--- src/rtl/fcsm_map.vh ---
// Purpose: Constants for the flash command host controller
// Assumes: Byte-wide flash with 19 address lines, JEDEC style unlock cycles
// Notes: Command codes and unlock addresses are plain defaults, override if needed
`ifndef FCSM_MAP_VH
`define FCSM_MAP_VH
// Unlock addresses and data
`define FCSM_UNLOCK_ADDR1 19'h0_5555
`define FCSM_UNLOCK_ADDR2 19'h0_2AAA
`define FCSM_UNLOCK_DATA1 8'hAA
`define FCSM_UNLOCK_DATA2 8'h55
// Command codes
`define FCSM_CMD_PROGRAM 8'hA0
`define FCSM_CMD_ERASE_SETUP 8'h80
`define FCSM_CMD_CHIP_ERASE 8'h10
`define FCSM_CMD_SECTOR_ERASE 8'h30
`define FCSM_CMD_PAGE_ERASE 8'h50
`define FCSM_CMD_ID_ENTRY 8'h90
`define FCSM_CMD_ID_EXIT 8'hF0
// Identification read addresses (low byte)
`define FCSM_ID_MAKER_ADDR 19'h0_0000
`define FCSM_ID_PART_ADDR 19'h0_0001
// Operation codes on the user port
`define FCSM_OP_READ 3'h0
`define FCSM_OP_PROGRAM 3'h1
`define FCSM_OP_CHIP_ERASE 3'h2
`define FCSM_OP_SECTOR_ERASE 3'h3
`define FCSM_OP_PAGE_ERASE 3'h4
`define FCSM_OP_ID_ENTRY 3'h5
`define FCSM_OP_ID_EXIT3 3'h6
`define FCSM_OP_ID_EXIT1 3'h7
// Status bit positions
`define FCSM_POLL_BIT 7
`define FCSM_TOGGLE_BIT 6
// Bus cycle phase counter loads; each phase lasts one clock more than its value (25 ns each)
`define FCSM_SETUP_CYC 4'h2
`define FCSM_STROBE_CYC 4'h3
`define FCSM_HOLD_CYC 4'h2
`define FCSM_READ_CYC 4'h4
`endif

--- src/rtl/fcsm_bus_cycle.v ---
// Purpose: One strobe cycle on the flash bus, read or write
// Assumes: Inputs synchronous to i_mclk
// Notes: Address set up before the strobe falls, data held past its rise
`include "fcsm_map.vh"
module fcsm_bus_cycle #(
   parameter AW = 19,
   parameter DW = 8
) (
   // Clock and reset
   input wire i_mclk,
   input wire i_rst,
   // Request
   input wire i_go,
   input wire i_wr,
   input wire [AW-1:0] i_addr,
   input wire [DW-1:0] i_wdata,
   // Answer
   output reg o_done,
   output reg [DW-1:0] o_rdata,
   // Flash pins
   output reg [AW-1:0] o_fa,
   output reg o_ce_n,
   output reg o_oe_n,
   output reg o_we_n,
   output reg [DW-1:0] o_dq_out,
   output reg o_dq_oe,
   input wire [DW-1:0] i_dq_in
);
   localparam S_IDLE = 2'd0;
   localparam S_SETUP = 2'd1;
   localparam S_STROBE = 2'd2;
   localparam S_HOLD = 2'd3;
   reg [1:0] st_ff;
   reg [3:0] cnt_ff;
   reg wr_ff;
   always @(posedge i_mclk or posedge i_rst) begin
      if (i_rst) begin
         st_ff <= S_IDLE;
         cnt_ff <= 4'h0;
         wr_ff <= 1'b0;
         o_done <= 1'b0;
         o_rdata <= {DW{1'b0}};
         o_fa <= {AW{1'b0}};
         o_ce_n <= 1'b1;
         o_oe_n <= 1'b1;
         o_we_n <= 1'b1;
         o_dq_out <= {DW{1'b0}};
         o_dq_oe <= 1'b0;
      end else begin
         o_done <= 1'b0;
         case (st_ff)
            S_IDLE: begin
               if (i_go) begin
                  // Address stands before the later falling strobe
                  o_fa <= i_addr;
                  o_dq_out <= i_wdata;
                  o_dq_oe <= i_wr;
                  wr_ff <= i_wr;
                  cnt_ff <= `FCSM_SETUP_CYC;
                  st_ff <= S_SETUP;
               end
            end
            S_SETUP: begin
               if (cnt_ff == 4'h0) begin
                  o_ce_n <= 1'b0;
                  o_we_n <= ~wr_ff;
                  o_oe_n <= wr_ff;
                  cnt_ff <= wr_ff ? `FCSM_STROBE_CYC : `FCSM_READ_CYC;
                  st_ff <= S_STROBE;
               end else begin
                  cnt_ff <= cnt_ff - 4'h1;
               end
            end
            S_STROBE: begin
               if (cnt_ff == 4'h0) begin
                  // Data sampled at the strobe rise, held valid through hold phase
                  o_rdata <= i_dq_in;
                  o_ce_n <= 1'b1;
                  o_we_n <= 1'b1;
                  o_oe_n <= 1'b1;
                  cnt_ff <= `FCSM_HOLD_CYC;
                  st_ff <= S_HOLD;
               end else begin
                  cnt_ff <= cnt_ff - 4'h1;
               end
            end
            S_HOLD: begin
               if (cnt_ff == 4'h0) begin
                  o_dq_oe <= 1'b0;
                  o_done <= 1'b1;
                  st_ff <= S_IDLE;
               end else begin
                  cnt_ff <= cnt_ff - 4'h1;
               end
            end
            default: st_ff <= S_IDLE;
         endcase
      end
   end
endmodule // fcsm_bus_cycle

--- src/rtl/fcsm_host.v ---
// Purpose: Host controller that drives a byte-wide flash through its command sequences
// Assumes: Flash pins and user inputs synchronous to i_mclk; one operation at a time
// Notes: Polls the busy flash with reads until the toggle status bit stands still
`include "fcsm_map.vh"
module fcsm_host #(
   parameter AW = 19,
   parameter DW = 8,
   parameter POLL_LIMIT = 24'd4_000_000
) (
   // Clock and reset
   input wire i_mclk,
   input wire i_rst,
   // User request
   input wire i_req,
   input wire [2:0] i_op,
   input wire [AW-1:0] i_addr,
   input wire [DW-1:0] i_wdata,
   // User answer
   output reg o_busy,
   output reg o_done,
   output reg o_error,
   output reg [DW-1:0] o_rdata,
   output reg o_id_mode,
   // Flash pins
   output wire [AW-1:0] o_fa,
   output wire o_ce_n,
   output wire o_oe_n,
   output wire o_we_n,
   output wire [DW-1:0] o_dq_out,
   output wire o_dq_oe,
   input wire [DW-1:0] i_dq_in
);
   localparam S_IDLE = 3'd0;
   localparam S_WRITE = 3'd1;
   localparam S_POLL = 3'd2;
   localparam S_FINAL = 3'd3;
   localparam S_WAIT = 3'd4;
   localparam S_READ = 3'd5;
   localparam S_LAUNCH = 3'd6;
   reg [2:0] st_ff;
   reg [2:0] op_ff;
   reg [2:0] step_ff;
   reg [AW-1:0] addr_ff;
   reg [DW-1:0] data_ff;
   reg [DW-1:0] last_ff;
   reg first_ff;
   reg [23:0] poll_cnt_ff;
   reg go_ff;
   reg wr_ff;
   reg [AW-1:0] cyc_addr_ff;
   reg [DW-1:0] cyc_data_ff;
   reg busy_erase_ff;
   wire cyc_done;
   wire [DW-1:0] cyc_rdata;
   reg [2:0] nxt_len;
   reg [AW-1:0] nxt_addr;
   reg [DW-1:0] nxt_data;
   fcsm_bus_cycle #(.AW(AW), .DW(DW)) u_cycle (
      .i_mclk(i_mclk),
      .i_rst(i_rst),
      .i_go(go_ff),
      .i_wr(wr_ff),
      .i_addr(cyc_addr_ff),
      .i_wdata(cyc_data_ff),
      .o_done(cyc_done),
      .o_rdata(cyc_rdata),
      .o_fa(o_fa),
      .o_ce_n(o_ce_n),
      .o_oe_n(o_oe_n),
      .o_we_n(o_we_n),
      .o_dq_out(o_dq_out),
      .o_dq_oe(o_dq_oe),
      .i_dq_in(i_dq_in)
   );
   // Sequence table: length and the address and data of each write step
   always @* begin
      nxt_len = 3'd1;
      nxt_addr = `FCSM_UNLOCK_ADDR1;
      nxt_data = `FCSM_UNLOCK_DATA1;
      case (op_ff)
         `FCSM_OP_PROGRAM: nxt_len = 3'd4;
         `FCSM_OP_CHIP_ERASE, `FCSM_OP_SECTOR_ERASE, `FCSM_OP_PAGE_ERASE: nxt_len = 3'd6;
         `FCSM_OP_ID_ENTRY, `FCSM_OP_ID_EXIT3: nxt_len = 3'd3;
         default: nxt_len = 3'd1;
      endcase
      case (step_ff)
         3'd0, 3'd3: begin
            nxt_addr = `FCSM_UNLOCK_ADDR1;
            nxt_data = `FCSM_UNLOCK_DATA1;
         end
         3'd1, 3'd4: begin
            nxt_addr = `FCSM_UNLOCK_ADDR2;
            nxt_data = `FCSM_UNLOCK_DATA2;
         end
         default: begin
            nxt_addr = `FCSM_UNLOCK_ADDR1;
            nxt_data = `FCSM_CMD_ERASE_SETUP;
         end
      endcase
      if (step_ff == 3'd2) begin
         case (op_ff)
            `FCSM_OP_PROGRAM: nxt_data = `FCSM_CMD_PROGRAM;
            `FCSM_OP_ID_ENTRY: nxt_data = `FCSM_CMD_ID_ENTRY;
            `FCSM_OP_ID_EXIT3: nxt_data = `FCSM_CMD_ID_EXIT;
            default: nxt_data = `FCSM_CMD_ERASE_SETUP;
         endcase
      end
      if (op_ff == `FCSM_OP_PROGRAM && step_ff == 3'd3) begin
         nxt_addr = addr_ff;
         nxt_data = data_ff;
      end
      if (step_ff == 3'd5) begin
         case (op_ff)
            `FCSM_OP_SECTOR_ERASE: begin
               nxt_addr = addr_ff;
               nxt_data = `FCSM_CMD_SECTOR_ERASE;
            end
            `FCSM_OP_PAGE_ERASE: begin
               nxt_addr = addr_ff;
               nxt_data = `FCSM_CMD_PAGE_ERASE;
            end
            default: nxt_data = `FCSM_CMD_CHIP_ERASE;
         endcase
      end
      if (op_ff == `FCSM_OP_ID_EXIT1) begin
         nxt_addr = addr_ff;
         nxt_data = `FCSM_CMD_ID_EXIT;
      end
   end
   always @(posedge i_mclk or posedge i_rst) begin
      if (i_rst) begin
         st_ff <= S_IDLE;
         op_ff <= `FCSM_OP_READ;
         step_ff <= 3'd0;
         addr_ff <= {AW{1'b0}};
         data_ff <= {DW{1'b0}};
         last_ff <= {DW{1'b0}};
         first_ff <= 1'b0;
         poll_cnt_ff <= 24'h00_0000;
         go_ff <= 1'b0;
         wr_ff <= 1'b0;
         cyc_addr_ff <= {AW{1'b0}};
         cyc_data_ff <= {DW{1'b0}};
         busy_erase_ff <= 1'b0;
         o_busy <= 1'b0;
         o_done <= 1'b0;
         o_error <= 1'b0;
         o_rdata <= {DW{1'b0}};
         o_id_mode <= 1'b0;
      end else begin
         go_ff <= 1'b0;
         o_done <= 1'b0;
         case (st_ff)
            S_IDLE: begin
               if (i_req) begin
                  op_ff <= i_op;
                  addr_ff <= i_addr;
                  data_ff <= i_wdata;
                  step_ff <= 3'd0;
                  o_busy <= 1'b1;
                  o_error <= 1'b0;
                  st_ff <= (i_op == `FCSM_OP_READ) ? S_READ : S_LAUNCH;
               end
            end
            S_READ: begin
               // Array byte, or id code when id mode is active
               cyc_addr_ff <= addr_ff;
               wr_ff <= 1'b0;
               go_ff <= 1'b1;
               st_ff <= S_WAIT;
            end
            S_WAIT: begin
               if (cyc_done) begin
                  o_rdata <= cyc_rdata;
                  o_busy <= 1'b0;
                  o_done <= 1'b1;
                  st_ff <= S_IDLE;
               end
            end
            S_LAUNCH: begin
               // Each step loads its own address and data before go, never a stale step
               cyc_addr_ff <= nxt_addr;
               cyc_data_ff <= nxt_data;
               wr_ff <= 1'b1;
               go_ff <= 1'b1;
               st_ff <= S_WRITE;
            end
            S_WRITE: begin
               if (cyc_done) begin
                  if (step_ff == nxt_len - 3'd1) begin
                     if (op_ff == `FCSM_OP_ID_ENTRY) begin
                        o_id_mode <= 1'b1;
                     end
                     if (op_ff == `FCSM_OP_ID_EXIT3 || op_ff == `FCSM_OP_ID_EXIT1) begin
                        o_id_mode <= 1'b0;
                     end
                     if (op_ff == `FCSM_OP_PROGRAM || nxt_len == 3'd6) begin
                        // Busy flash gets reads only, never a command
                        busy_erase_ff <= (nxt_len == 3'd6);
                        first_ff <= 1'b1;
                        poll_cnt_ff <= 24'h00_0000;
                        st_ff <= S_POLL;
                     end else begin
                        o_busy <= 1'b0;
                        o_done <= 1'b1;
                        st_ff <= S_IDLE;
                     end
                  end else begin
                     step_ff <= step_ff + 3'd1;
                     st_ff <= S_LAUNCH;
                  end
               end
            end
            S_POLL: begin
               // Poll at the programmed byte or inside the erased region
               cyc_addr_ff <= addr_ff;
               wr_ff <= 1'b0;
               go_ff <= 1'b1;
               st_ff <= S_FINAL;
            end
            S_FINAL: begin
               if (cyc_done) begin
                  last_ff <= cyc_rdata;
                  first_ff <= 1'b0;
                  poll_cnt_ff <= poll_cnt_ff + 24'h00_0001;
                  if (!first_ff &&
                      cyc_rdata[`FCSM_TOGGLE_BIT] == last_ff[`FCSM_TOGGLE_BIT]) begin
                     // Toggle stopped: flash back in array read, take a clean byte
                     st_ff <= S_READ;
                     if (busy_erase_ff ? ~cyc_rdata[`FCSM_POLL_BIT]
                         : (cyc_rdata[`FCSM_POLL_BIT] != data_ff[`FCSM_POLL_BIT])) begin
                        o_error <= 1'b1;
                     end
                  end else if (poll_cnt_ff == POLL_LIMIT) begin
                     o_error <= 1'b1;
                     st_ff <= S_READ;
                  end else begin
                     st_ff <= S_POLL;
                  end
               end
            end
            default: st_ff <= S_IDLE;
         endcase
      end
   end
endmodule // fcsm_host

--- config.mk ---
export PLATFORM = sky130hd
export DESIGN_NAME = fcsm_host
export DESIGN_NICKNAME = d
export VERILOG_FILES = /design/src/rtl/fcsm_bus_cycle.v /design/src/rtl/fcsm_host.v
export VERILOG_INCLUDE_DIRS = /design/src /design/src/rtl
export SDC_FILE = /design/constraint.sdc
export NUM_CORES = 1
export LEC_CHECK = 0
export BUFFER_PORTS_ARGS = -buffer_cell sky130_fd_sc_hd__buf_4
export CAP_MARGIN = 30
export CORE_ASPECT_RATIO = 1.2
export CORE_MARGIN = 8
export CORE_UTILIZATION = 40
export CTS_CLUSTER_DIAMETER = 200
export DETAILED_ROUTE_END_ITERATION = 6
export GPL_ROUTABILITY_DRIVEN = 1
export HOLD_SLACK_MARGIN = 0.1
export PLACE_DENSITY = 0.63
export SETUP_SLACK_MARGIN = 0.02
export SLEW_MARGIN = 20
export SYNTH_ARGS = -nofsm -noshare
export SYNTH_HDL_FRONTEND = slang
export SYNTH_HIERARCHICAL = 1
export SYNTH_SLANG_ARGS = --single-unit
--- constraint.sdc ---
create_clock -name i_mclk -period 2.93 [get_ports i_mclk]
set_input_delay 0.293 -clock i_mclk [delete_from_list [all_inputs] [get_ports i_mclk]]
set_output_delay 0.293 -clock i_mclk [all_outputs]
set_load 0.01 [all_outputs]
==> impl_metrics.json, run 1 <==
{
  "cts_sinks": 151,
  "status": "finished clean",
  "drc": 0,
  "clk_latency_ns": 0.42,
  "ys_seq_area_frac": 0.5263,
  "fin_setup_tns_ns": 0,
  "yosysWarnings": 6,
  "core_area_um2": 17570,
  "grt_pass1_vias": 5522,
  "clk_path_buf_depth": 2,
  "min_period_ns": 2.590,
  "io-pin-count": 84,
  "critPathMaxStageDelay_ns": 0.42,
  "ff2ff_path_depth": 9,
  "syn_nets": 678,
  "hold_ws_ns": 0.1158,
  "seqCellArea_um2": 3782,
  "synth_top_area_frac": 0.5153,
  "synthCells": 623,
  "n_antenna_cell": 0,
  "place_inst": 908,
  "grt_overflow_total": 0,
  "worst-setup-path-type": "flop to flop",
  "vias": 5330,
  "die_area_um2": 22530,
  "post-dp-hpwl_mm": 12.21,
  "num_rows": 53,
  "h-tree-depth": 4,
  "grt_max_degree": 39,
  "gr-max-usage-layer": "met2",
  "place_congestion": 0.8642,
  "firstDrtPassIters": 4,
  "hold_class": "input pin to flop",
  "startpoint_type": "flop",
  "ctsResizeCount": 0,
  "synth_flop_cell": "dfrtp_1",
  "worst_ir_drop_vdd_mv": 0.5219,
  "synth_area_leader_cell": "dfrtp_1",
  "setup_viol": 0,
  "finalClockSkew_ns": 0.007586,
  "stdcell_area_um2": 8902,
  "rsz0062_at_grt": "no",
  "crit_slowest_cell": "a211oi_1",
  "grt_usage": 0.1569,
  "fin_crit_sh": 0.8839,
  "fin_util": 0.5066,
  "grt_pass1_wl_mm": 28.84,
  "numCtsBuffers": 17,
  "die_h_um": 162.8,
  "wl_mm": 17.18,
  "finalHoldViolCount": 0,
  "grt_util_met3": 0.03821,
  "nNetsFinal": 793,
  "viasPerCell": 5.489,
  "report.final.slew_viol_count": 0,
  "n_fill_cell": 1524,
  "layout-area-overhead-vs-synth_pct": 23.87,
  "path_max_fanout": 18,
  "final_cells": 971,
  "ys_types": 78,
  "multi_input_area_um2": 3126,
  "async_flop_share": 1.000,
  "drtAntennaViolNets": 0,
  "crit_path_end_kind": "flop",
  "syn_area_um2": 7187,
  "final_layout_size_suffix_gt1_frac": 0.3156,
  "worst_ep_required_time_ns": 3.24,
  "max-cap-violations": 0,
  "port_buffers": 83,
  "die_w_um": 138.4,
  "crit_path_cell_trace": "buf_4 > nor3_2 > nor2_1 > ha_1 > and3b_2 > a211oi_1 > a211o_2 > nand2_2 > o21a_1",
  "ys_seq_elements": 151,
  "yosysMostFrequentCell": "dfrtp_1",
  "antenna_found_initial": 0,
  "relSlewSlack": 0.4144,
  "worstMarginPinSlew_ns": 0.8784,
  "yosys-top-cells-count": "dfrtp_1 (148), mux2_2 (76), nand2_1 (51)",
  "wl_per_cell_um": 17.69,
  "grt_util_met2": 0.2761,
  "worstHoldPathCells": 2,
  "postPlaceCellArea_um2": 8031,
  "drt_iter0_drc": 378,
  "use_met1": 0.1827,
  "synth-edff-count": 0,
  "synthTopCellsByArea": "dfrtp_1 (52%), mux2_2 (12%), nand2_1 (2.7%), ha_1 (2.4%), a31oi_1 (2.1%)",
  "cts_tree": "done",
  "synth_area_per_cell_um2": 11.54,
  "root_buffer": "clkbuf_16",
  "p_leak_nw": 4.049,
  "clk_pin_slew_ns": 0.06,
  "fmax_ghz": 0.3861,
  "power_density_nw_per_um2": 1003,
  "start_util": 0.4090,
  "arrival_ns": 2.90
}
==> cells in the final DEF, fill, tap and decap left out, types with 9 or more instances in the layout <==
master,netlist,final
nor3_1,13,12
mux2_2,76,76
and3_1,9,9
inv_1,20,18
buf_4,2,94
nand2b_1,9,9
a31oi_1,24,24
clkbuf_16,0,17
nand3_1,13,13
nor2b_1,9,9
a21oi_1,25,25
nand2_1,51,51
dlygate4sd3_1,0,30
ha_1,14,14
nor2_1,27,27
dfrtp_1,148,148
o21ai_0,19,19
==> per-layer routing <==
| layer | routed length (um) | up-vias |
|---|---|---|
| met2 | 8893 | 122 |
| met1 | 7302 | 2658 |
| li1 | - | 2522 |
| met5 | 0 | - |
| met4 | 383 | 0 |
| met3 | 596 | 28 |
==> through the flow <==
stage	setup slack, ns	power, mW
after floorplan	0.4508	5.800
after global placement	0.4509	6.762
after detailed placement	0.3943	6.927
after CTS	0.3767	9.014
after global routing	0.08005	9.520
final	0.3402	8.933
==> sequential cells by signal, summed over array words and instances (netlist names), 2 cells and up <==
register	cells
addr_ff	19
cyc_addr_ff	19
cyc_data_ff	8
data_ff	8
o_rdata	8
op_ff	3
poll_cnt_ff	24
st_ff	3
step_ff	3
u_cycle/cnt_ff	4
u_cycle/o_dq_out	8
u_cycle/o_fa	19
u_cycle/o_rdata	8
u_cycle/st_ff	2
==> cells by family after synthesis <==
group | Yosys count | synth area share
adders and majority gates | 14 | 0.02437
DFF | 151 | 0.5263
buffers and inverters | 53 | 0.03952
AOI/OAI and AO/OA | 141 | 0.1428
xor gates and xnor gates | 5 | 0.006094
and+or+nand+nor | 179 | 0.1363
muxes | 80 | 0.1247
==> worst max-delay path: cells and delay by family, from the launching register on <==
family / cells / cell delay [ns]
AO/OA/AOI/OAI: 3 / 0.92
buffers and inverters: 1 / 0.20
flip-flops: 1 / 0.41
adder cells (fa/ha/maj): 1 / 0.23
AND/OR/NAND/NOR: 4 / 0.71
==> final timing paths <==
path	startpoint	endpoint	slack [ns]
setup / recovery	op_ff[1]$_DFFE_PP0P_	first_ff$_DFFE_PP0P_	0.34
hold / removal	i_wdata[0]	data_ff[0]$_DFFE_PP0P_	0.12
setup reg to reg	op_ff[1]$_DFFE_PP0P_	first_ff$_DFFE_PP0P_	0.34
hold reg to reg	cyc_data_ff[2]$_DFFE_PP0P_	cyc_data_ff[2]$_DFFE_PP0P_	0.48
max in group asynchronous	i_rst	cyc_data_ff[2]$_DFFE_PP0P_	1.84
min in group asynchronous	i_rst	o_rdata[2]$_DFFE_PP0P_	0.39
==> report_power, final <==
part           total [mW]  switching [mW]  internal [mW]
combinational        3.41            1.62           1.78
clock                2.02           0.882           1.14
sequential           3.50           0.578           2.93
==> area by class of cell <==
cell class	count	area share
sequential	151	0.4249
multi-input combinational	419	0.3511
timing repair buffer	128	0.1220
clock buffer	21	0.05172
tap	220	0.03092
clock inverter	11	0.01012
inverter	21	0.009276
==> what timing repair did <==
item,CTS,global route
setup buffers,0,0
hold endpoints to repair,78,0
setup endpoints to repair,0,0
hold buffers,30,0
Note: power is estimated with default switching activity, not from simulation.
==> run 2, diff against run 1 <==
--- a/config.mk
+++ b/config.mk
@@ -11,6 +11,7 @@
 export CORE_ASPECT_RATIO = 1.2
 export CORE_MARGIN = 8
 export CORE_UTILIZATION = 40
+export CTS_BUF_LIST = sky130_fd_sc_hd__clkbuf_2
 export CTS_CLUSTER_DIAMETER = 200
 export DETAILED_ROUTE_END_ITERATION = 6
 export GPL_ROUTABILITY_DRIVEN = 1
==> run 2 against run 1 <==
Against the previous run: maximum frequency is 1.1% lower; sequential power hardly changed; combinational power about the same; via count increased by 1.2%.
==> impl_metrics.json, run 2 (synthesis results as in run 1) <==
{
  "grt_pass1_wl_mm": 28.75,
  "grt_pass1_vias": 5556,
  "power_density_nw_per_um2": 912.9,
  "firstDrtPassIters": 5,
  "root_buffer": "clkbuf_2",
  "h-tree-depth": 4,
  "critPathLaunch": "op_ff[1]$_DFFE_PP0P_",
  "arrival_ns": 3.23,
  "crit_path_cell_trace": "buf_4 > nor3_2 > nor2_1 > ha_1 > and3b_2 > a211oi_1 > a211o_2 > nand2_2 > o21a_1",
  "largest_register_ffs": 24,
  "layout-area-overhead-vs-synth_pct": 20.60,
  "fmax_ghz": 0.3820,
  "max-cap-violations": 0,
  "place_congestion": 0.8642,
  "io-pin-count": 84,
  "numCtsBuffers": 17,
  "worst-setup-path-type": "flop to flop",
  "switchingPower_mw": 2.971,
  "final_layout_size_suffix_gt1_frac": 0.3106,
  "wl_mm": 17.28,
  "finalClockSkew_ns": 0.02829,
  "clk_latency_ns": 0.72,
  "grt_max_degree": 39,
  "die_w_um": 138.4,
  "drt_iter0_drc": 405,
  "post-dp-hpwl_mm": 12.21,
  "power_frac_seq": 0.441,
  "startpoint_type": "flop",
  "post_cts_buffers": 0,
  "path_max_fanout": 18,
  "clkPwrFrac": 0.127,
  "p_comb_frac": 0.433,
  "die_area_um2": 22530,
  "report.final.slew_viol_count": 0,
  "viasPerCell": 5.481,
  "worst_ir_drop_vdd_mv": 0.2889,
  "fin_util": 0.4932,
  "vias": 5393,
  "ff2ff_path_depth": 9,
  "finalHoldViolCount": 0,
  "layout_common_cells": "dfrtp_1 (148), buf_4 (94), mux2_2 (76), nand2_1 (51), dlygate4sd3_1 (42)",
  "start_util": 0.4090,
  "critPathMaxStageDelay_ns": 0.46,
  "r2r-end": "first_ff$_DFFE_PP0P_",
  "max_flop_register": "poll_cnt_ff",
  "antenna_found_initial": 1,
  "crit_path_end_kind": "flop",
  "worstReg2RegStart": "op_ff[1]$_DFFE_PP0P_",
  "p_sw_frac": 0.3755,
  "hold_class": "input pin to flop",
  "worstHoldPathCells": 3,
  "relSlewSlack": 0.4091,
  "crit_slowest_cell": "dfrtp_1",
  "die_h_um": 162.8,
  "num_rows": 53,
  "port_buffers": 83,
  "p_int_mw": 4.941,
  "grt_usage": 0.1563,
  "cts_tree": "done",
  "status": "finished clean",
  "worst_ep_required_time_ns": 3.54,
  "hold_start": "i_addr[1]",
  "worst_hold_path.endpoint": "addr_ff[1]$_DFFE_PP0P_",
  "p_leak_nw": 3.955,
  "fin_crit_sh": 0.8935,
  "clk_pin_slew_ns": 0.24,
  "min_period_ns": 2.618,
  "fin_setup_tns_ns": 0,
  "fin_total_pwr_mw": 7.912,
  "grt_overflow_total": 0,
  "nNetsFinal": 805,
  "wl_per_cell_um": 17.56,
  "drc": 0,
  "reg2reg_slack_ns": 0.31,
  "setup_viol": 0,
  "layout_commonest_cell": "dfrtp_1",
  "rsz0062_at_grt": "no",
  "worstMarginPinSlew_ns": 0.8864,
  "drtAntennaViolNets": 0,
  "core_area_um2": 17570,
  "cts_sinks": 151,
  "clk_path_buf_depth": 2
}
-- run 2: repair_timing --
item,4_1_cts,5_1_grt
hold buffers,41,1
hold endpoints to repair,124,6
resized for setup,0,0
-- run 2: area by class of cell --
cell class | count | area, um^2
diodes | 1 | 2.502
clock buffers | 19 | 95.09
clock inverters | 13 | 97.59
fillers | 1573 | 8906
inverters | 21 | 82.58
multi-input cells | 419 | 3126
flip-flops and latches | 151 | 3782
well taps | 220 | 275.3
repair buffers | 140 | 1206
-- run 2: metrics by stage --
step           hold slack (ns)  std cells  area (um^2)  worst slack, ns
2_1_floorplan           0.4446        623         7191           0.4508
3_3_place_gp            0.4700        907         8011           0.4509
3_5_place_dp            0.3962        908         8031           0.3943
4_1_cts                 0.2258        981         8635           0.3403
5_1_grt                 0.2235        984         8667          0.02545
6_report                0.3202        984         8667           0.3120
-- run 2: power by group through the flow --
| stage | Combinational [mW] | Clock [mW] | Sequential (mW) |
|---|---|---|---|
| 4_1_cts | 3.44 | 1.07 | 3.49 |
| 6_report | 3.42 | 1.00 | 3.49 |
| 3_3_place_gp | 3.27 | 0 | 3.50 |
| 2_1_floorplan | 2.34 | 0 | 3.46 |
| 5_1_grt | 3.74 | 1.15 | 3.60 |
| 3_5_place_dp | 3.39 | 0 | 3.54 |
-- run 2: layer usage --
| layer | share of wire | vias to the layer above | global-route usage |
|---|---|---|---|
| met1 | 0.42 | 2694 | 0.1821 |
| met3 | 0.034 | 19 | 0.03442 |
| li1 | - | 2553 | - |
| met5 | 0 | - | 0 |
| met2 | 0.52 | 127 | 0.2766 |
| met4 | 0.019 | 0 | 0.05789 |
-- run 2: critical path, delay by kind of cell, from the launching register on --
kind | cells | cell delay, ns
AOI/OAI and AO/OA | 3 | 0.92
DFF | 1 | 0.46
adders and majority gates | 1 | 0.23
and+or+nand+nor | 4 | 0.71
buffers and inverters | 1 | 0.20
-- run 2: worst max path at each step --
stage	to	slack (ns)
global route	poll_cnt_ff[5]$_DFFE_PP0P_	0.03
detailed placement	poll_cnt_ff[1]$_DFFE_PP0P_	0.39
global placement	first_ff$_DFFE_PP0P_	0.45
floorplan	poll_cnt_ff[12]$_DFFE_PP0P_	0.45
CTS	first_ff$_DFFE_PP0P_	0.34
finish	first_ff$_DFFE_PP0P_	0.31
==> run 3, diff against run 2 <==
--- a/config.mk
+++ b/config.mk
@@ -6,6 +6,7 @@
 export SDC_FILE = /design/constraint.sdc
 export NUM_CORES = 1
 export LEC_CHECK = 0
+export ABC_AREA = 1
 export BUFFER_PORTS_ARGS = -buffer_cell sky130_fd_sc_hd__buf_4
 export CAP_MARGIN = 30
 export CORE_ASPECT_RATIO = 1.2
==> run 3 against run 2 <==
Against the previous run: die area rose by 5.0%; maximum frequency fell by 0.26%; largest cell class unchanged; sequential share of layout area fell by 2.5 points; critical path depth fell by 2; clock power rose by 5%; highest routed layer unchanged; synthesized cell count rose by 59%; first-iteration DRC count fell by 0.49%; non-clock buffer count rose by 4; wire length rose by 7.8%; worst setup slack got worse by 0.0068 ns; clock skew rose by 0.022 ns; core utilization fell by 0.15 points.
==> impl_metrics.json, run 3 <==
{
  "crit_path_end_kind": "flop",
  "ys_seq_area_frac": 0.4981,
  "startpoint_type": "flop",
  "drtAntennaViolNets": 0,
  "synth_flop_cell": "dfrtp_1",
  "numCtsBuffers": 17,
  "layout_commonest_cell": "nand2_1",
  "firstDrtPassIters": 5,
  "max_flop_register": "poll_cnt_ff",
  "place_inst": 1307,
  "ys_types": 40,
  "relSlewSlack": 0.5346,
  "rsz0062_at_grt": "no",
  "finalHoldViolCount": 0,
  "place_congestion": 0.8668,
  "drt_iter0_drc": 403,
  "clk_pin_slew_ns": 0.26,
  "worst-setup-path-type": "flop to flop",
  "max-cap-violations": 0,
  "port_buffers": 83,
  "synth_top_area_frac": 0.4877,
  "synth_area_per_cell_um2": 7.686,
  "ctsResizeCount": 0,
  "nNetsFinal": 1177,
  "ff2ff_path_depth": 7,
  "yosys-top-cells-count": "nand2_1 (391), dfrtp_1 (148), nor2_1 (118)",
  "wl_per_cell_um": 13.38,
  "seqCellArea_um2": 3782,
  "grt_pass1_wl_mm": 31.50,
  "fin_crit_sh": 0.8958,
  "fmax_ghz": 0.3810,
  "core_area_um2": 18720,
  "viasPerCell": 4.739,
  "multi_input_area_um2": 3364,
  "power_density_nw_per_um2": 877.6,
  "arrival_ns": 3.31,
  "postPlaceCellArea_um2": 8474,
  "min_period_ns": 2.625,
  "clk_path_buf_depth": 2,
  "fin_util": 0.4917,
  "path_max_fanout": 10,
  "reg2reg_slack_ns": 0.31,
  "dp_slack_ns": 0.5960,
  "r2r-end": "op_ff[2]$_DFFE_PP0P_",
  "worstReg2RegStart": "st_ff[0]$_DFFE_PP0P_",
  "synth-edff-count": 0,
  "die_w_um": 141.8,
  "finalClockSkew_ns": 0.05008,
  "fin_ws_ns": 0.3052,
  "start_util": 0.4057,
  "hold_class": "input pin to asynchronous set/reset pin",
  "h-tree-depth": 4,
  "yosysMostFrequentCell": "nand2_1",
  "synthTopCellsByArea": "dfrtp_1 (49%), nand2_1 (19%), nor2_1 (5.8%), nand3_1 (5.4%), inv_1 (3.1%)",
  "worstMarginPinSlew_ns": 0.6971,
  "vias": 6597,
  "n_fill_cell": 1906,
  "synthCells": 988,
  "synth_area_leader_cell": "dfrtp_1",
  "worst_ir_drop_vdd_mv": 0.4148,
  "yosysWarnings": 6,
  "post-dp-hpwl_mm": 12.99,
  "num_rows": 55,
  "status": "finished clean",
  "syn_nets": 1043,
  "worst_ep_required_time_ns": 3.62,
  "hold_ws_ns": 0.1947,
  "cts_tree": "done",
  "grt_pass1_vias": 6461,
  "root_buffer": "clkbuf_2",
  "grt_max_degree": 105,
  "drc": 0,
  "p_leak_nw": 4.647,
  "die_h_um": 166.9,
  "die_area_um2": 23670,
  "layout-area-overhead-vs-synth_pct": 21.21,
  "clk_latency_ns": 0.75,
  "io-pin-count": 84,
  "ys_seq_elements": 151,
  "antenna_found_initial": 1,
  "fin_total_pwr_mw": 8.077,
  "grt_usage": 0.1637,
  "async_flop_share": 1.000,
  "largest_register_ffs": 24,
  "stdcell_area_um2": 9204,
  "wl_mm": 18.63,
  "setup_viol": 0,
  "layout_common_cells": "nand2_1 (391), dfrtp_1 (148), nor2_1 (118), buf_4 (90), nand3_1 (82)",
  "fin_setup_tns_ns": 0,
  "final_cells": 1392,
  "report.final.slew_viol_count": 0,
  "syn_area_um2": 7594,
  "grt_overflow_total": 0,
  "final_layout_size_suffix_gt1_frac": 0.1533,
  "cts_sinks": 151
}
-- run 3: routing by layer --
layer	GRT usage	vias up	share of wire
met2	0.2742	122	0.49
met3	0.03604	13	0.048
met5	0	-	0
met1	0.2069	3080	0.45
li1	-	3382	-
met4	0.04773	0	0.0096
-- run 3: layout make-up --
cell class	instances	area share
Antenna cell	1	0.0002719
Clock buffer	17	0.009244
Clock inverter	15	0.01319
Inverter	74	0.03086
Multi-Input combinational cell	734	0.3656
Sequential cell	151	0.4110
Tap cell	256	0.03480
Timing Repair Buffer	144	0.1351
-- run 3: worst max path at each step --
stage                                    start                     endpoint  slack, ns  cells past startpoint
after global routing      st_ff[0]$_DFFE_PP0P_         op_ff[2]$_DFFE_PP0P_       0.18                      7
after global placement    op_ff[0]$_DFFE_PP0P_  poll_cnt_ff[23]$_DFFE_PP0P_       0.65                     13
final                     st_ff[0]$_DFFE_PP0P_         op_ff[2]$_DFFE_PP0P_       0.31                      7
after CTS                 st_ff[0]$_DFFE_PP0P_         op_ff[2]$_DFFE_PP0P_       0.30                      7
after detailed placement  op_ff[0]$_DFFE_PP0P_  poll_cnt_ff[21]$_DFFE_PP0P_       0.60                     13
after floorplan           op_ff[2]$_DFFE_PP0P_  poll_cnt_ff[18]$_DFFE_PP0P_       1.01                     14
-- run 3: timing repair --
action                    4_1_cts  5_1_grt
buffers inserted                0        0
hold endpoints to repair      194        0
hold buffers                   52        0
-- run 3: power breakdown --
| group | switching, mW | internal (mW) | total, mW |
|---|---|---|---|
| clock network | 0.810 | 0.238 | 1.05 |
| logic | 2.19 | 1.42 | 3.60 |
| registers | 0.543 | 2.88 | 3.43 |
-- run 3: cells by family (layout without fill, tap and decap cells) --
logic type / after synthesis / count (layout) / share of synthesized area
mux: 6 / 6 / 0.008897
simple gates: 630 / 630 / 0.3424
buf+inv: 103 / 250 / 0.05882
xor+xnor: 15 / 15 / 0.01730
compound gates: 69 / 69 / 0.05141
flops: 151 / 151 / 0.4981
fa+ha+maj: 14 / 14 / 0.02307
other cells: 0 / 1 / 0
-- run 3: worst max-delay path: stages (launching register included) --
cell           delay (ns)
dfrtp_1              0.49
nor3_2               0.33
inv_2                0.11
nor2_2               0.38
nand2_1              0.09
dlygate4sd3_1        0.57
o21ai_0              0.06
dlygate4sd3_1        0.56
